`src/verilog/ocr_pkg.sv`:
```
// Package for the output-2 and DAC channel 2 configuration register bank
package ocr_pkg;

  // ****************************************
  // Bus geometry
  // ****************************************
  localparam int unsigned ADDR_W = 12;
  localparam int unsigned DATA_W = 32;
  localparam int unsigned STRB_W = DATA_W / 8;
  localparam int unsigned REG_W = 8;

  localparam logic [1:0] RESP_OKAY = 2'h0;
  localparam logic [1:0] RESP_DECERR = 2'h3;

  // ****************************************
  // Register indices; byte address is four times the index
  // ****************************************
  localparam logic [7:0] CFG_ONE_IDX = 8'h6C;
  localparam logic [7:0] CFG_TWO_IDX = 8'h6D;
  localparam logic [7:0] VOL_A_IDX = 8'h6E;
  localparam logic [7:0] STATUS_IDX = 8'h80;

  localparam logic [ADDR_W-1:0] CFG_ONE_ADDR = {2'h0, CFG_ONE_IDX, 2'h0};
  localparam logic [ADDR_W-1:0] CFG_TWO_ADDR = {2'h0, CFG_TWO_IDX, 2'h0};
  localparam logic [ADDR_W-1:0] VOL_A_ADDR = {2'h0, VOL_A_IDX, 2'h0};
  localparam logic [ADDR_W-1:0] STATUS_ADDR = {2'h0, STATUS_IDX, 2'h0};

  // ****************************************
  // Reset values
  // ****************************************
  localparam logic [REG_W-1:0] CFG_ONE_RST = 8'h20;
  localparam logic [REG_W-1:0] CFG_TWO_RST = 8'h20;
  localparam logic [REG_W-1:0] VOL_A_RST = 8'hC9;

  // ****************************************
  // Field positions, shared by both configuration registers
  // ****************************************
  localparam int unsigned DRIVE_MSB = 7;
  localparam int unsigned DRIVE_LSB = 6;
  localparam int unsigned LEVEL_MSB = 5;
  localparam int unsigned LEVEL_LSB = 3;
  localparam int unsigned IMP_BIT = 2;
  localparam int unsigned MID_BIT = 1;
  localparam int unsigned LOW_BIT = 0;

  // Status register bits
  localparam int unsigned ST_PLUS_LVL_RSVD = 0;
  localparam int unsigned ST_MINUS_LVL_RSVD = 1;
  localparam int unsigned ST_FS_CONFLICT = 2;
  localparam int unsigned ST_MUTED = 3;

  // ****************************************
  // Codes
  // ****************************************
  localparam logic [2:0] LEVEL_RSVD_CODE = 3'h7;
  localparam logic signed [6:0] LEVEL_TOP_DB = 7'sd24;
  localparam logic signed [6:0] LEVEL_STEP_DB = 7'sd6;
  localparam logic [7:0] VOL_MUTE_CODE = 8'h00;
  localparam logic [8:0] VOL_UNITY_CODE = 9'h0C9;

  typedef enum logic [1:0] {
    OCR_DRIVE_LINE_OUT,
    OCR_DRIVE_HEADPHONE,
    OCR_DRIVE_FOUR_OHM,
    OCR_DRIVE_RECEIVER
  } ocr_drive_t;

  typedef struct packed {
    ocr_drive_t drive;
    logic [2:0] level;
    logic signed [6:0] gain_db;
    logic level_ok;
  } ocr_leg_t;

  typedef struct packed {
    logic minus_bypass_20k;
    logic plus_bypass_20k;
    logic bypass_single_ended;
    logic wide_bandwidth;
    logic full_scale_4vrms;
    logic cm_rail_to_rail;
  } ocr_chan_t;

  typedef struct packed {
    logic [7:0] code;
    logic mute;
    logic signed [8:0] gain_half_db;
  } ocr_vol_t;

endpackage

```
`src/verilog/ocr_regs.sv`:
```
// Output-2 and DAC channel 2 configuration register bank with decoded controls
//
// What this block does
// - First output-2 config register at index 0x6C, resets to 0x20.
// - Plus-leg drive bits 7-6, reset 0: line out, headphone, 4 ohm, receiver.
// - Plus-leg level bits 5-3, reset 4: codes 0-6 give 24 down to -12 dB.
// - Register one bit 2: minus bypass impedance, 0 is 4.4k, 1 is 20k.
// - Register one bit 1: bypass input, 0 differential, 1 single-ended.
// - Register one bit 0: channel 2 bandwidth, 0 audio, 1 wide.
// - Second output-2 config register at index 0x6D, resets to 0x20.
// - Minus-leg drive bits 7-6 use the same four drive encodings.
// - Minus-leg level bits 5-3, reset 4, same gains, code 7 reserved.
// - Register two bit 2: plus bypass impedance, 0 is 4.4k, 1 is 20k.
// - Register two bit 1: full scale, 0 is 2 Vrms, 1 is 4 Vrms.
// - Register two bit 0: common-mode tolerance, 0 limited, 1 rail to rail.
// - Sub-channel 2A volume register at index 0x6E, resets to 0xC9.
// - Volume code 0 mutes, 1 is -100 dB, 201 is 0 dB, 255 is +27 dB.
`timescale 1ns/1ps
module ocr_regs
  import ocr_pkg::*;
(
  input wire logic aclk,
  input wire logic aresetn,
  input wire logic [ADDR_W-1:0] s_axi_awaddr,
  input wire logic s_axi_awvalid,
  output logic s_axi_awready,
  input wire logic [DATA_W-1:0] s_axi_wdata,
  input wire logic [STRB_W-1:0] s_axi_wstrb,
  input wire logic s_axi_wvalid,
  output logic s_axi_wready,
  output logic [1:0] s_axi_bresp,
  output logic s_axi_bvalid,
  input wire logic s_axi_bready,
  input wire logic [ADDR_W-1:0] s_axi_araddr,
  input wire logic s_axi_arvalid,
  output logic s_axi_arready,
  output logic [DATA_W-1:0] s_axi_rdata,
  output logic [1:0] s_axi_rresp,
  output logic s_axi_rvalid,
  input wire logic s_axi_rready,
  output ocr_leg_t plus_leg_q,
  output ocr_leg_t minus_leg_q,
  output ocr_chan_t chan2_cfg_q,
  output ocr_vol_t sub_a_vol_q
);

  // ****************************************
  // Local signals
  // ****************************************
  logic wr_en;
  logic [ADDR_W-1:0] wr_addr;
  logic [DATA_W-1:0] wr_data;
  logic [STRB_W-1:0] wr_strb;
  logic wr_hit;
  logic [ADDR_W-1:0] rd_addr;
  logic [DATA_W-1:0] rd_data;
  logic rd_hit;
  logic [REG_W-1:0] cfg_one_q;
  logic [REG_W-1:0] cfg_two_q;
  logic [REG_W-1:0] vol_a_q;
  logic [REG_W-1:0] status_d;
  logic low_lane;

  // Only the low byte lane carries register data
  assign low_lane = wr_en && wr_strb[0];

  // ****************************************
  // Bus front end
  // ****************************************
  ocr_axil_slave u_slave (
    .aclk(aclk),
    .aresetn(aresetn),
    .s_axi_awaddr(s_axi_awaddr),
    .s_axi_awvalid(s_axi_awvalid),
    .s_axi_awready(s_axi_awready),
    .s_axi_wdata(s_axi_wdata),
    .s_axi_wstrb(s_axi_wstrb),
    .s_axi_wvalid(s_axi_wvalid),
    .s_axi_wready(s_axi_wready),
    .s_axi_bresp(s_axi_bresp),
    .s_axi_bvalid(s_axi_bvalid),
    .s_axi_bready(s_axi_bready),
    .s_axi_araddr(s_axi_araddr),
    .s_axi_arvalid(s_axi_arvalid),
    .s_axi_arready(s_axi_arready),
    .s_axi_rdata(s_axi_rdata),
    .s_axi_rresp(s_axi_rresp),
    .s_axi_rvalid(s_axi_rvalid),
    .s_axi_rready(s_axi_rready),
    .wr_en(wr_en),
    .wr_addr(wr_addr),
    .wr_data(wr_data),
    .wr_strb(wr_strb),
    .wr_hit(wr_hit),
    .rd_addr(rd_addr),
    .rd_data(rd_data),
    .rd_hit(rd_hit)
  );

  // ****************************************
  // Level code to gain in dB
  // ****************************************
  // Reserved code gives 0 dB and a cleared valid flag, so the analog
  // stage never sees an out-of-table gain
  function automatic logic signed [6:0] level_gain(input logic [2:0] code);
    logic signed [6:0] g;
    g = '0;
    if (code != LEVEL_RSVD_CODE) begin
      g = 7'(LEVEL_TOP_DB - LEVEL_STEP_DB * $signed({4'h0, code}));
    end
    return g;
  endfunction

  // ****************************************
  // Address decode
  // ****************************************
  always_comb begin
    case (wr_addr)
      CFG_ONE_ADDR, CFG_TWO_ADDR, VOL_A_ADDR, STATUS_ADDR: wr_hit = 1'b1;
      default: wr_hit = 1'b0;
    endcase
  end

  // ****************************************
  // Stored registers
  // ****************************************
  always_ff @(posedge aclk) begin
    if (!aresetn) begin
      cfg_one_q <= CFG_ONE_RST;
    end else if (low_lane && wr_addr == CFG_ONE_ADDR) begin
      cfg_one_q <= wr_data[REG_W-1:0];
    end
  end

  always_ff @(posedge aclk) begin
    if (!aresetn) begin
      cfg_two_q <= CFG_TWO_RST;
    end else if (low_lane && wr_addr == CFG_TWO_ADDR) begin
      cfg_two_q <= wr_data[REG_W-1:0];
    end
  end

  always_ff @(posedge aclk) begin
    if (!aresetn) begin
      vol_a_q <= VOL_A_RST;
    end else if (low_lane && wr_addr == VOL_A_ADDR) begin
      vol_a_q <= wr_data[REG_W-1:0];
    end
  end

  // ****************************************
  // Status: live view of decoded state, read only
  // ****************************************
  always_comb begin
    status_d = '0;
    status_d[ST_PLUS_LVL_RSVD] = cfg_one_q[LEVEL_MSB:LEVEL_LSB] == LEVEL_RSVD_CODE;
    status_d[ST_MINUS_LVL_RSVD] = cfg_two_q[LEVEL_MSB:LEVEL_LSB] == LEVEL_RSVD_CODE;
    // Higher full scale is only meant for audio bandwidth
    status_d[ST_FS_CONFLICT] = cfg_two_q[MID_BIT] && cfg_one_q[LOW_BIT];
    status_d[ST_MUTED] = vol_a_q == VOL_MUTE_CODE;
  end

  // ****************************************
  // Read mux, upper bits read as zero
  // ****************************************
  always_comb begin
    rd_data = '0;
    rd_hit = 1'b1;
    case (rd_addr)
      CFG_ONE_ADDR: rd_data[REG_W-1:0] = cfg_one_q;
      CFG_TWO_ADDR: rd_data[REG_W-1:0] = cfg_two_q;
      VOL_A_ADDR: rd_data[REG_W-1:0] = vol_a_q;
      STATUS_ADDR: rd_data[REG_W-1:0] = status_d;
      default: rd_hit = 1'b0;
    endcase
  end

  // ****************************************
  // Plus leg controls
  // ****************************************
  always_ff @(posedge aclk) begin
    if (!aresetn) begin
      plus_leg_q.drive <= ocr_drive_t'(CFG_ONE_RST[DRIVE_MSB:DRIVE_LSB]);
      plus_leg_q.level <= CFG_ONE_RST[LEVEL_MSB:LEVEL_LSB];
      plus_leg_q.gain_db <= level_gain(CFG_ONE_RST[LEVEL_MSB:LEVEL_LSB]);
      plus_leg_q.level_ok <= 1'b1;
    end else begin
      plus_leg_q.drive <= ocr_drive_t'(cfg_one_q[DRIVE_MSB:DRIVE_LSB]);
      plus_leg_q.level <= cfg_one_q[LEVEL_MSB:LEVEL_LSB];
      plus_leg_q.gain_db <= level_gain(cfg_one_q[LEVEL_MSB:LEVEL_LSB]);
      // Flag code 7 so the analog side can ignore it
      plus_leg_q.level_ok <= !status_d[ST_PLUS_LVL_RSVD];
    end
  end

  // ****************************************
  // Minus leg controls
  // ****************************************
  always_ff @(posedge aclk) begin
    if (!aresetn) begin
      minus_leg_q.drive <= ocr_drive_t'(CFG_TWO_RST[DRIVE_MSB:DRIVE_LSB]);
      minus_leg_q.level <= CFG_TWO_RST[LEVEL_MSB:LEVEL_LSB];
      minus_leg_q.gain_db <= level_gain(CFG_TWO_RST[LEVEL_MSB:LEVEL_LSB]);
      minus_leg_q.level_ok <= 1'b1;
    end else begin
      minus_leg_q.drive <= ocr_drive_t'(cfg_two_q[DRIVE_MSB:DRIVE_LSB]);
      minus_leg_q.level <= cfg_two_q[LEVEL_MSB:LEVEL_LSB];
      minus_leg_q.gain_db <= level_gain(cfg_two_q[LEVEL_MSB:LEVEL_LSB]);
      minus_leg_q.level_ok <= !status_d[ST_MINUS_LVL_RSVD];
    end
  end

  // ****************************************
  // Channel 2 path controls
  // ****************************************
  // Passed through as written; the software-side limits are reported in
  // status instead of being overridden here
  always_ff @(posedge aclk) begin
    if (!aresetn) begin
      chan2_cfg_q.minus_bypass_20k <= CFG_ONE_RST[IMP_BIT];
      chan2_cfg_q.bypass_single_ended <= CFG_ONE_RST[MID_BIT];
      chan2_cfg_q.wide_bandwidth <= CFG_ONE_RST[LOW_BIT];
      chan2_cfg_q.plus_bypass_20k <= CFG_TWO_RST[IMP_BIT];
      chan2_cfg_q.full_scale_4vrms <= CFG_TWO_RST[MID_BIT];
      chan2_cfg_q.cm_rail_to_rail <= CFG_TWO_RST[LOW_BIT];
    end else begin
      chan2_cfg_q.minus_bypass_20k <= cfg_one_q[IMP_BIT];
      chan2_cfg_q.bypass_single_ended <= cfg_one_q[MID_BIT];
      chan2_cfg_q.wide_bandwidth <= cfg_one_q[LOW_BIT];
      chan2_cfg_q.plus_bypass_20k <= cfg_two_q[IMP_BIT];
      chan2_cfg_q.full_scale_4vrms <= cfg_two_q[MID_BIT];
      chan2_cfg_q.cm_rail_to_rail <= cfg_two_q[LOW_BIT];
    end
  end

  // ****************************************
  // Sub-channel 2A digital volume
  // ****************************************
  // Gain in half-dB steps: code 1 gives -200, code 255 gives +54
  always_ff @(posedge aclk) begin
    if (!aresetn) begin
      sub_a_vol_q.code <= VOL_A_RST;
      sub_a_vol_q.mute <= 1'b0;
      sub_a_vol_q.gain_half_db <= '0;
    end else begin
      sub_a_vol_q.code <= vol_a_q;
      sub_a_vol_q.mute <= vol_a_q == VOL_MUTE_CODE;
      sub_a_vol_q.gain_half_db <= $signed({1'b0, vol_a_q} - VOL_UNITY_CODE);
    end
  end

endmodule // ocr_regs

```
`src/verilog/ocr_axil_slave.sv`:
```
// AXI4-Lite slave front end for the configuration register bank
`timescale 1ns/1ps
module ocr_axil_slave
  import ocr_pkg::*;
(
  input wire logic aclk,
  input wire logic aresetn,
  input wire logic [ADDR_W-1:0] s_axi_awaddr,
  input wire logic s_axi_awvalid,
  output logic s_axi_awready,
  input wire logic [DATA_W-1:0] s_axi_wdata,
  input wire logic [STRB_W-1:0] s_axi_wstrb,
  input wire logic s_axi_wvalid,
  output logic s_axi_wready,
  output logic [1:0] s_axi_bresp,
  output logic s_axi_bvalid,
  input wire logic s_axi_bready,
  input wire logic [ADDR_W-1:0] s_axi_araddr,
  input wire logic s_axi_arvalid,
  output logic s_axi_arready,
  output logic [DATA_W-1:0] s_axi_rdata,
  output logic [1:0] s_axi_rresp,
  output logic s_axi_rvalid,
  input wire logic s_axi_rready,
  output logic wr_en,
  output logic [ADDR_W-1:0] wr_addr,
  output logic [DATA_W-1:0] wr_data,
  output logic [STRB_W-1:0] wr_strb,
  input wire logic wr_hit,
  output logic [ADDR_W-1:0] rd_addr,
  input wire logic [DATA_W-1:0] rd_data,
  input wire logic rd_hit
);

  logic aw_held_q;
  logic w_held_q;

  // Both halves held and no response pending: commit once
  assign wr_en = aw_held_q && w_held_q && !s_axi_bvalid;
  assign rd_addr = s_axi_araddr;

  // ****************************************
  // Write address and data capture, in either order
  // ****************************************
  always_ff @(posedge aclk) begin
    if (!aresetn) begin
      aw_held_q <= 1'b0;
      s_axi_awready <= 1'b1;
      wr_addr <= '0;
    end else if (s_axi_awvalid && s_axi_awready) begin
      aw_held_q <= 1'b1;
      s_axi_awready <= 1'b0;
      wr_addr <= s_axi_awaddr;
    end else if (s_axi_bvalid && s_axi_bready) begin
      aw_held_q <= 1'b0;
      s_axi_awready <= 1'b1;
    end
  end

  always_ff @(posedge aclk) begin
    if (!aresetn) begin
      w_held_q <= 1'b0;
      s_axi_wready <= 1'b1;
      wr_data <= '0;
      wr_strb <= '0;
    end else if (s_axi_wvalid && s_axi_wready) begin
      w_held_q <= 1'b1;
      s_axi_wready <= 1'b0;
      wr_data <= s_axi_wdata;
      wr_strb <= s_axi_wstrb;
    end else if (s_axi_bvalid && s_axi_bready) begin
      w_held_q <= 1'b0;
      s_axi_wready <= 1'b1;
    end
  end

  // ****************************************
  // Write response
  // ****************************************
  always_ff @(posedge aclk) begin
    if (!aresetn) begin
      s_axi_bvalid <= 1'b0;
      s_axi_bresp <= RESP_OKAY;
    end else if (wr_en) begin
      s_axi_bvalid <= 1'b1;
      s_axi_bresp <= wr_hit ? RESP_OKAY : RESP_DECERR;
    end else if (s_axi_bready) begin
      s_axi_bvalid <= 1'b0;
    end
  end

  // ****************************************
  // Read channel: data sampled at the address handshake
  // ****************************************
  always_ff @(posedge aclk) begin
    if (!aresetn) begin
      s_axi_arready <= 1'b1;
      s_axi_rvalid <= 1'b0;
      s_axi_rdata <= '0;
      s_axi_rresp <= RESP_OKAY;
    end else if (s_axi_arvalid && s_axi_arready) begin
      s_axi_arready <= 1'b0;
      s_axi_rvalid <= 1'b1;
      s_axi_rdata <= rd_data;
      s_axi_rresp <= rd_hit ? RESP_OKAY : RESP_DECERR;
    end else if (s_axi_rvalid && s_axi_rready) begin
      s_axi_arready <= 1'b1;
      s_axi_rvalid <= 1'b0;
    end
  end

endmodule // ocr_axil_slave

```
`config.mk`:
```
export PLATFORM = sky130hd
export DESIGN_NAME = ocr_regs
export DESIGN_NICKNAME = d
export VERILOG_FILES = /design/src/verilog/ocr_pkg.sv /design/src/verilog/ocr_regs.sv /design/src/verilog/ocr_axil_slave.sv
export SDC_FILE = /design/constraint.sdc
export NUM_CORES = 1
export LEC_CHECK = 0
export BUFFER_PORTS_ARGS = -buffer_cell sky130_fd_sc_hd__clkbuf_2
export CAP_MARGIN = 20
export CELL_PAD_IN_SITES_DETAIL_PLACEMENT = 1
export CELL_PAD_IN_SITES_GLOBAL_PLACEMENT = 1
export CORE_ASPECT_RATIO = 1.25
export CORE_MARGIN = 4
export CORE_UTILIZATION = 33
export DETAILED_ROUTE_END_ITERATION = 8
export PLACE_DENSITY = 0.75
export SYNTH_ARGS = -nofsm -noshare
export SYNTH_HDL_FRONTEND = slang
export SYNTH_SLANG_ARGS = --single-unit
```
`constraint.sdc`:
```
create_clock -name aclk -period 1.8 [get_ports aclk]
set_input_delay 0.36 -clock aclk [delete_from_list [all_inputs] [get_ports aclk]]
set_output_delay 0.36 -clock aclk [all_outputs]
set_load 0.005 [all_outputs]
```
==> run metrics, run 1 <==
first-pass GRT wire length 20.1 mm; pin count of the biggest net entering global routing 59; htree depth 3; Iteration-0 DRC Markers 123; Layout Cell Area excl Fill 5560 um^2; WP data required 2.03 ns; failing checks setup timing; setup tns final -0.0658 ns; placed cell area 5170 um^2; max_slew headroom 59.1%; layout cell share with drive strength beyond 1 26.0%; r2r setup slk -0.02 ns; filler cell count 1587; Syn Inst Count 481; CTS tree yes; hpwl dp 9.31 mm; total power 5050 uW; Max IR drop VDD 482 uV; CP startpoint kind flop; Critical Path Max Stage Delay 0.57 ns; pwr/cell area 910 nW/um^2; RR Endpoint cfg_two_q[6]$_SDFFE_PN0P_; CTS max path bufs 2; Setup-failing EPs final 4; min-delay worst type input pin to flop; PortBufs 104; worst-path maximum fanout 9; clk sink count 110; asr flop ratio synth 0%; Max Transition Viols Final 0; # DRC 0; outcome finished with violations; Hold-fix buffers, CTS 0; ant diodes 0; crit path launch u_slave.wr_addr[0]$_SDFFE_PN0P_; P_leak 0.00252 uW; later-pin clock latency in the skew report 0.35 ns; initial antenna violation count 0; total CTS buffers 9; RSZ-0062 raised after global routing yes; Final WS setup -0.0236 ns; Worst Setup EP cfg_two_q[6]$_SDFFE_PN0P_; Final Util 41.8%; crit path kind flop to flop; Netlist Area Pre-Place 4470 um^2; area grow syn2layout 24.2%; Avg Cell Area, Syn 9.30 um^2; Via density 4.74; antenna-violating nets left 0; vias in the first global route 3938; die height 138 um; synth warn 0; FF-to-FF Start u_slave.wr_addr[0]$_SDFFE_PN0P_; Vias 3638; Layout Nets 672; Wirelength per Cell 16.2 um; Worst R2R Path Depth 6; final hold violation count 0; Crit-path slowest cell or4_4; Final period util 101%; core area 13300 um^2; gr usage total 15.9%; CP arrival 2.06 ns; Tmin final 1.82 ns; Initial Utilization 33.7%; Worst Setup End Kind flop; share of the yosys chip area belonging to registers 49.2%; die width 112 um; # Max-Cap Violations 0; Slew @ Worst Pin 0.607 ns; die area 15500 um^2; Worst-path clk slew 0.07 ns; GPL Wtd Cong 0.802; row cnt 47; EDFF count, synth 0; Synth cell types 50; ys flop type dfxtp_1; flops & latches, synth 110; Setup Skew 0.00942 ns; I/O pin cnt 158; root buf cell clkbuf_16; drt pass-1 iters 4; total grt overflow 0; worst-path cell chain or4_4, nor3_1, and3_1, buf_12, mux2i_2, nor2_1; Max Fclk 548 MHz; final wirelength 12.5 mm
==> cell usage in the layout, fill, tap and decap left out, types with 9 or more instances in the layout <==
cell type  Yosys  layout
ha_1          10      10
clkbuf_2       1     104
clkbuf_16      0       9
dfxtp_1      110     108
nor2_1        47      47
buf_4         29      20
and2_1        17      17
o21ai_0       12      12
conb_1         1      26
a21oi_1       37      37
mux2i_1       30      29
inv_1         13      12
nand2_1       74      74
==> cell usage after synthesis, drive strengths merged, types with 2 or more instances <==
master   instances  area [um^2]
xnor2            9         78.8
a32oi            3         26.3
nor3             5         25.0
o2bb2ai          3         26.3
xor2             3         26.3
a21oi           37          185
ha              10          125
and2            18          113
nand2b           8         50.1
mux2i           30          300
fa               2         40.0
nor2            47          176
inv             13         48.8
or2              2         12.5
o21ai           12         60.1
dfxtp          110         2200
or4              4         33.8
clkbuf          16         61.3
nor4             3         33.8
buf             34          245
nand3b           3         22.5
a32o             4         40.0
nand3            5         25.0
and3b            2         17.5
o31ai            3         22.5
and3             5         31.3
nand2           75          284
==> state kept, by name, summed over array words and instances, names as in the netlist, 6 cells and up <==
| name | cells |
|---|---|
| sub_a_vol_q | 18 |
| minus_leg_q | 12 |
| plus_leg_q | 12 |
| u_slave.wr_addr | 12 |
| cfg_one_q | 8 |
| cfg_two_q | 8 |
| u_slave.s_axi_rdata | 8 |
| u_slave.wr_data | 8 |
| vol_a_q | 8 |
| chan2_cfg_q | 6 |
==> power breakdown <==
part / switching [uW] / internal (uW)
Clock: 899 / 1350
Combinational: 171 / 112
Sequential: 45.3 / 2470
Total: 1110 / 3940
==> per-layer routing <==
metal | vias up | wire length (um) | GRT usage, %
met2 | 98 | 6670 | 29.6
met1 | 1756 | 4970 | 17.8
met5 | - | 0 | 0
met4 | 0 | 261 | 5.95
li1 | 1763 | - | -
met3 | 21 | 561 | 3.02
==> layout make-up <==
class | count | area [um^2] | area share, %
clock inverter | 6 | 111 | 2.00
sequential | 110 | 2210 | 39.7
inverter | 13 | 48.8 | 0.878
timing repair buffer | 127 | 731 | 13.2
tap | 171 | 214 | 3.85
clock buffer | 9 | 225 | 4.05
multi-input combinational | 332 | 2020 | 36.3
==> worst max-delay path, delay by kind of cell, from the launching register on <==
| family | cells | cell delay [ns] |
|---|---|---|
| DFF | 1 | 0.31 |
| buffers and inverters | 1 | 0.15 |
| muxes | 1 | 0.24 |
| and+or+nand+nor | 4 | 1.01 |
==> per-stage QoR <==
| stage | setup WS [ns] | instances | hold slack, ns |
|---|---|---|---|
| detailed placement | -0.130 | 752 | 0.454 |
| finish | -0.0236 | 768 | 0.223 |
| global route | -0.123 | 768 | 0.231 |
| CTS | -0.0179 | 767 | 0.219 |
| floorplan | 0.0633 | 506 | 0.436 |
| global placement | -0.00253 | 752 | 0.445 |
==> what timing repair did <==
action                     4_1_cts  5_1_grt
buffers inserted                 0        1
pin swaps                        2        1
setup endpoints to repair       10       28
gates cloned                     0        0
resized for setup                1        8
==> worst min-delay path by stage <==
| stage | from | endpoint | slack (ns) | cells past startpoint |
|---|---|---|---|---|
| 2_1_floorplan | u_slave.wr_addr[10]$_SDFFE_PN0P_ | u_slave.wr_addr[10]$_SDFFE_PN0P_ | 0.44 | 2 |
| 3_3_place_gp | u_slave.wr_addr[1]$_SDFFE_PN0P_ | u_slave.wr_addr[1]$_SDFFE_PN0P_ | 0.45 | 2 |
| 3_5_place_dp | u_slave.wr_addr[0]$_SDFFE_PN0P_ | u_slave.wr_addr[0]$_SDFFE_PN0P_ | 0.45 | 2 |
| 4_1_cts | s_axi_awaddr[9] | u_slave.wr_addr[9]$_SDFFE_PN0P_ | 0.22 | 3 |
| 5_1_grt | s_axi_awaddr[6] | u_slave.wr_addr[6]$_SDFFE_PN0P_ | 0.23 | 3 |
| 6_report | s_axi_wdata[5] | u_slave.wr_data[5]$_SDFFE_PN0P_ | 0.22 | 3 |
==> cells by family after synthesis <==
group           synth area share, %
flops                          49.2
other cells                  0.0838
buf+inv                        8.67
xor+xnor                       2.35
simple gates                   20.2
fa+ha+maj                      3.69
compound gates                 9.12
mux                            6.71
Power figures use the tool's default switching activity.
==> inputs of run 2 (changes only) <==
CTS_CLUSTER_DIAMETER = 50   (was unset)
SKIP_LAST_GASP = 1   (was unset)
==> run 2 against run 1 <==
Net effect:
- the run still ends with setup timing left
- register-to-register slack about the same
- clock-buffer cell count unchanged
- fmax about the same
- final area decreased by 0.16%
- clock power about the same
- worst hold slack about the same
- setup slack got worse by 0.0017 ns
- die area unchanged
- sequential share of layout area increased by 0.063 points
- critical path type unchanged
- highest routed layer unchanged
==> run metrics, run 2 (synthesis gave the netlist of run 1 again) <==
outcome finished with violations; failing checks setup timing; area grow syn2layout 24.0%; core area 13300 um^2 (unchanged); max reg flops 18 (unchanged); routing usage on met2 29.6% (unchanged); clk sink count 110 (unchanged); Worst-path clk slew 0.07 ns (about the same); Top reg by flops sub_a_vol_q; layout cell share with drive strength beyond 1 26.0% (unchanged); Final WS setup -0.0253 ns (-0.00168 ns); Tmin final 1.83 ns (+0.00168 ns); Vias 3631 (-0.19%); total grt overflow 0 (unchanged); CP startpoint kind flop; gr usage total 15.9% (unchanged); root buf cell clkbuf_16; htree depth 3 (unchanged); Layout Nets 672 (unchanged); Wirelength per Cell 16.1 um (-0.91%); Setup-failing EPs final 3 (-1); RSZ-0062 raised after global routing yes; hpwl dp 9.31 mm (unchanged); final hold violation count 0 (unchanged); later-pin clock latency in the skew report 0.35 ns (about the same); min-delay worst type input pin to flop; Setup Skew 0.00851 ns (-0.000908 ns); Initial Utilization 33.7% (unchanged); pre-CTS setup slack -0.130 ns (unchanged); total CTS buffers 9 (unchanged); met1 Use GR 17.8% (unchanged); multi-input logic area 2010 um^2 (-0.43%); pin count of the biggest net entering global routing 59 (unchanged); final std cells w/o fill 768 (unchanged); row cnt 47 (unchanged); crit path kind flop to flop; drt pass-1 iters 4 (unchanged); final wirelength 12.4 mm (-0.91%); most common cell after layout, fill and taps aside dfxtp_1; r2r setup slk -0.03 ns (about the same); ant diodes 0 (unchanged); most frequent cells in the layout 108 x dfxtp_1, 104 x clkbuf_2, 74 x nand2_1; GR met3 Demand/Resource 3.02% (unchanged); max_slew headroom 58.1% (-1.0 points); CTS max path bufs 2 (unchanged); vias in the first global route 3938 (unchanged); Iteration-0 DRC Markers 126 (+2.4%); Layout Cell Area excl Fill 5550 um^2 (-0.16%); placed cells 752 (unchanged); Max Transition Viols Final 0 (unchanged); first-pass GRT wire length 20.1 mm (unchanged); PortBufs 104 (unchanged); I/O pin cnt 158 (unchanged); Fin Hold WS 0.224 ns (+0.000254 ns); pwr/cell area 911 nW/um^2 (+0.17%); WP data required 2.03 ns (about the same); worst-path maximum fanout 9 (unchanged); # Max-Cap Violations 0 (unchanged); die width 112 um (unchanged); GPL Wtd Cong 0.802 (unchanged); Slew @ Worst Pin 0.622 ns (+0.0151 ns); CTS tree yes; P_leak 0.00252 uW (unchanged); Via density 4.73 (-0.19%); antenna-violating nets left 0 (unchanged); # DRC 0 (unchanged); GRT busiest layer met2; initial antenna violation count 0 (unchanged); Worst Setup End Kind flop; Max IR drop VDD 482 uV (about the same); die height 138 um (unchanged); CP arrival 2.06 ns (about the same); Max Fclk 548 MHz (about the same); placed cell area 5170 um^2 (unchanged); filler cell count 1589 (+0.13%); die area 15500 um^2 (unchanged); Final period util 101% (about the same); Seq. cell area 2210 um^2 (unchanged)
-- run 2: layout make-up --
| cell class | count | area share, % |
|---|---|---|
| clock inverters | 6 | 2.01 |
| clock buffers | 9 | 4.06 |
| well taps | 171 | 3.86 |
| flip-flops and latches | 110 | 39.8 |
| repair buffers | 127 | 13.2 |
| multi-input cells | 332 | 36.2 |
| inverters | 13 | 0.880 |
-- run 2: worst paths after layout --
| path | start | endpoint | cells after the start |
|---|---|---|---|
| worst max-delay path | u_slave.wr_addr[0]$_SDFFE_PN0P_ | cfg_two_q[6]$_SDFFE_PN0P_ | 6 |
| worst min-delay path | s_axi_wdata[5] | u_slave.wr_data[5]$_SDFFE_PN0P_ | 3 |
| worst max register to register | u_slave.wr_addr[0]$_SDFFE_PN0P_ | cfg_two_q[6]$_SDFFE_PN0P_ | 6 |
| worst min register to register | u_slave.wr_addr[0]$_SDFFE_PN0P_ | u_slave.wr_addr[0]$_SDFFE_PN0P_ | 2 |
-- run 2: report_power, final --
group | switching [uW] | total [uW] | internal (uW) | leakage [uW]
combinational | 170 | 281 | 112 | 0.00147
sequential | 45.0 | 2520 | 2470 | 0.000893
clock | 901 | 2250 | 1350 | 0.000161
-- run 2: repair_timing --
item	in CTS	in global routing
setup buffers	0	1
endpoints found under the setup margin	10	28
hold buffers	0	0
pin swaps	2	1
gates resized for setup	1	7
-- run 2: metal layers --
layer / up-vias / routed length, um
li1: 1761 / -
met1: 1749 / 4830
met2: 97 / 6660
met3: 24 / 574
met4: 0 / 287
met5: - / 0
-- run 2: per-stage QoR --
| stage | total power, uW | setup TNS, ns | util (%) |
|---|---|---|---|
| after global placement | 2840 | -0.00446 | 38.9 |
| after global routing | 5240 | -1.52 | 41.7 |
| after CTS | 5080 | -0.0800 | 41.4 |
| final | 5050 | -0.0574 | 41.7 |
| after floorplan | 2770 | 0 | - |
| after detailed placement | 2860 | -0.443 | 38.9 |
-- run 2: critical path: stages (launching register included) --
cell     delay, ns
dfxtp_1       0.31
or4_4         0.57
nor3_1        0.15
and3_1        0.22
buf_12        0.15
mux2i_2       0.24
nor2_1        0.07
==> inputs of run 3 (changes only) <==
ABC_AREA = 1   (was unset)
CORE_UTILIZATION = 32   (was 33)
PLACE_DENSITY = 0.74   (was 0.75)
==> run 3 against run 2 <==
Net effect:
- the flow now finishes without violations
- routed wire length decreased by 1.5%
- total power decreased by 6.4%
- clock-buffer cell count increased by 3
- utilization decreased by 2.5 points
- final area increased by 1.4%
- register-to-register slack improved by 0.11 ns
- setup slack improved by 0.11 ns
==> run metrics, run 3 <==
CTS tree yes; Tmin final 1.72 ns (-0.106 ns); drt pass-1 iters 4 (unchanged); clock network power share 39.2% (-5.4 points); Syn Inst Count 583 (+21%); post-CTS setup buffer count 0 (unchanged); total CTS buffers 9 (unchanged); Netlist Area Pre-Place 4690 um^2 (+4.7%); synth top area cells dfxtp_1 47%, nand2_1 7.8%, inv_1 6.1%, a21oi_1 5.8%, buf_4 5.1%; Max IR drop VDD 381 uV (-21%); asr flop ratio synth 0% (unchanged); CP startpoint kind flop; Max Transition Viols Final 0 (unchanged); GPL Wtd Cong 0.796 (-0.79%); die height 143 um (+3.7%); multi-input logic area 1990 um^2 (-1.1%); Setup-failing EPs final 0 (-3); Top reg by flops sub_a_vol_q; RSZ-0062 raised after global routing yes; FF-to-FF Start cfg_two_q[4]$_SDFFE_PN0P_; die area 16700 um^2 (+7.5%); # Max-Cap Violations 0 (unchanged); area grow syn2layout 20.1%; r2r setup slk 0.08 ns (+0.11 ns); Synth cell types 39 (-22%); Worst-path clk slew 0.07 ns (about the same); core area 14300 um^2 (+7.9%); Max Fclk 582 MHz (+6.2%); Final period util 95.5% (-5.9 points); Wirelength per Cell 14.0 um (-13%); CP most frequent cell inv_1; final hold violation count 0 (unchanged); root buf cell clkbuf_16; final wirelength 12.2 mm (-1.5%); pwr/cell area 841 nW/um^2 (-7.7%); Hold-fix buffers, CTS 0 (unchanged); I/O pin cnt 158 (unchanged); max_slew headroom 66.7% (+8.6 points); most frequent cells in the layout 108 x dfxtp_1, 104 x clkbuf_2, 97 x nand2_1; share of the yosys chip area belonging to registers 47.0% (-2.2 points); crit path kind flop to flop; EDFF count, synth 0 (unchanged); filler cell count 1826 (+15%); PortBufs 104 (unchanged); Layout Nets 766 (+14%); Seq. cell area 2210 um^2 (unchanged); total grt overflow 0 (unchanged); pin count of the biggest net entering global routing 75 (+27%); clk sink count 110 (unchanged); P_leak 0.00272 uW (+7.7%); min-delay worst type input pin to flop; switching share of total power 24.1% (+2.1 points); Via density 4.64 (-1.8%); Hold Crit Depth 3 (unchanged); synth warn 0 (unchanged); Crit-path slowest cell fa_1; Worst Setup End Kind flop; flops & latches, synth 110 (unchanged); gr usage total 14.9% (-1.1 points); row cnt 49 (+4.3%); cell internal pwr 3590 uW (-8.9%); Setup Skew 0.0111 ns (+0.00255 ns); placed cells 854 (+14%); most frequent cells after synthesis 110 x dfxtp_1, 97 x nand2_1, 76 x inv_1; count leader, synth dfxtp_1; crit path launch cfg_two_q[4]$_SDFFE_PN0P_; Slew @ Worst Pin 0.498 ns (-0.124 ns); endpoint of the worst hold path u_slave.wr_addr[11]$_SDFFE_PN0P_; initial antenna violation count 0 (unchanged); antenna-violating nets left 0 (unchanged); Initial Utilization 32.7% (-1.0 points); outcome complete, no violations; worst-path maximum fanout 3 (-6); later-pin clock latency in the skew report 0.35 ns (about the same); max reg flops 18 (unchanged); Critical Path Max Stage Delay 0.41 ns (-0.16 ns); combinational share of power 7.1% (+1.5 points); leading area contributor after synthesis dfxtp_1; vias in the first global route 4233 (+7.5%); RR Endpoint minus_leg_q[6]$_SDFF_PN0_; # DRC 0 (unchanged); CTS max path bufs 2 (unchanged); first-pass GRT wire length 19.8 mm (-1.4%); Psw 1140 uW (+2.4%); die width 116 um (+3.6%); Avg Cell Area, Syn 8.04 um^2 (-14%); total power 4730 uW (-6.4%); htree depth 3 (unchanged); Seq pwr share 53.7% (+3.8 points); Yosys top cell area share 47.0% (-2.2 points); Worst R2R Path Depth 8 (+2); hpwl dp 9.56 mm (+2.7%); Vias 4038 (+11%); CP arrival 2.00 ns (-0.06 ns); final std cells w/o fill 870 (+13%); ant diodes 0 (unchanged); worst-path cell chain ha_1, inv_1, fa_1, xnor2_2, inv_1, nor3_2, or2_1, a21oi_1; layout cell share with drive strength beyond 1 23.7% (-2.3 points); most common cell after layout, fill and taps aside dfxtp_1; WP data required 2.08 ns (+0.05 ns); ys flop type dfxtp_1; Iteration-0 DRC Markers 83 (-34%); HP Start s_axi_awaddr[11]
run 3: cell count changes after synthesis, sizes merged, moves of 19 or more:
cell | before | now
o21ai | 12 | 58
inv | 13 | 76
nand2 | 75 | 97
nand4 | 1 | 23
mux2i | 30 | 0
a21oi | 37 | 56
run 3: cell families (layout without fill, tap and decap cells):
logic type	after synthesis	after routing	share of synthesized area [%]
adders and majority gates	12	12	3.52
buffers and inverters	126	210	13.2
and+or+nand+nor	212	212	22.0
DFF	110	110	47.0
AOI/OAI and AO/OA	120	120	13.8
other	1	26	0.0800
xor gates and xnor gates	2	2	0.374
run 3: how the worst max path moves through the flow:
| stage | endpoint | slack [ns] | depth (start not counted) |
|---|---|---|---|
| global placement | plus_leg_q[5]$_SDFF_PN0_ | 0.12 | 6 |
| detailed placement | plus_leg_q[5]$_SDFF_PN0_ | -0.05 | 6 |
| global route | minus_leg_q[6]$_SDFF_PN0_ | -0.07 | 8 |
| floorplan | minus_leg_q[6]$_SDFF_PN0_ | 0.13 | 8 |
| finish | minus_leg_q[6]$_SDFF_PN0_ | 0.08 | 8 |
| CTS | plus_leg_q[5]$_SDFF_PN0_ | 0.006 | 6 |
run 3: power groups by stage:
stage               Clock, uW  Sequential [uW]  Combinational, uW
floorplan                   0             2580                258
global placement            0             2590                322
detailed placement          0             2600                340
CTS                      1920             2540                341
global route             2020             2550                386
finish                   1860             2540                336
run 3: critical path, delay by kind of cell (launching register included):
family                     cells  cell delay (ns)
adders and majority gates      2             0.61
DFF                            1             0.35
and+or+nand+nor                2             0.25
buffers and inverters          2             0.17
xor gates and xnor gates       1             0.16
AOI/OAI and AO/OA              1             0.13
run 3: stage by stage:
stage | TNS [ns] | utilization [%] | instance area [um^2] | worst slack [ns] | hold slack [ns]
5_1_grt | -0.0737 | 39.2 | 5630 | -0.0737 | 0.269
6_report | 0 | 39.2 | 5630 | 0.0807 | 0.264
3_3_place_gp | 0 | 37.0 | 5310 | 0.115 | 0.444
4_1_cts | 0 | 39.0 | 5590 | 0.00612 | 0.248
3_5_place_dp | -0.0859 | 37.0 | 5310 | -0.0499 | 0.448
2_1_floorplan | 0 | - | 4780 | 0.129 | 0.420
run 3: what timing repair did:
| action | CTS | global route |
|---|---|---|
| gates resized for setup | 1 | 8 |
| pin swaps | 0 | 0 |
| setup endpoints to repair | 3 | 4 |
run 3: area by class of cell:
cell class | instances | share of cell area, %
inverters | 78 | 5.20
clock buffers | 12 | 4.38
repair buffers | 116 | 11.3
well taps | 178 | 3.96
clock inverters | 4 | 0.578
flip-flops and latches | 110 | 39.2
multi-input cells | 372 | 35.3
run 3: layer usage:
layer | up-vias | GRT usage (%) | wire (um)
met5 | - | 0 | 0
met4 | 0 | 5.13 | 195
met3 | 11 | 2.82 | 595
met1 | 1898 | 16.9 | 5000
met2 | 100 | 27.4 | 6370
li1 | 2029 | - | -
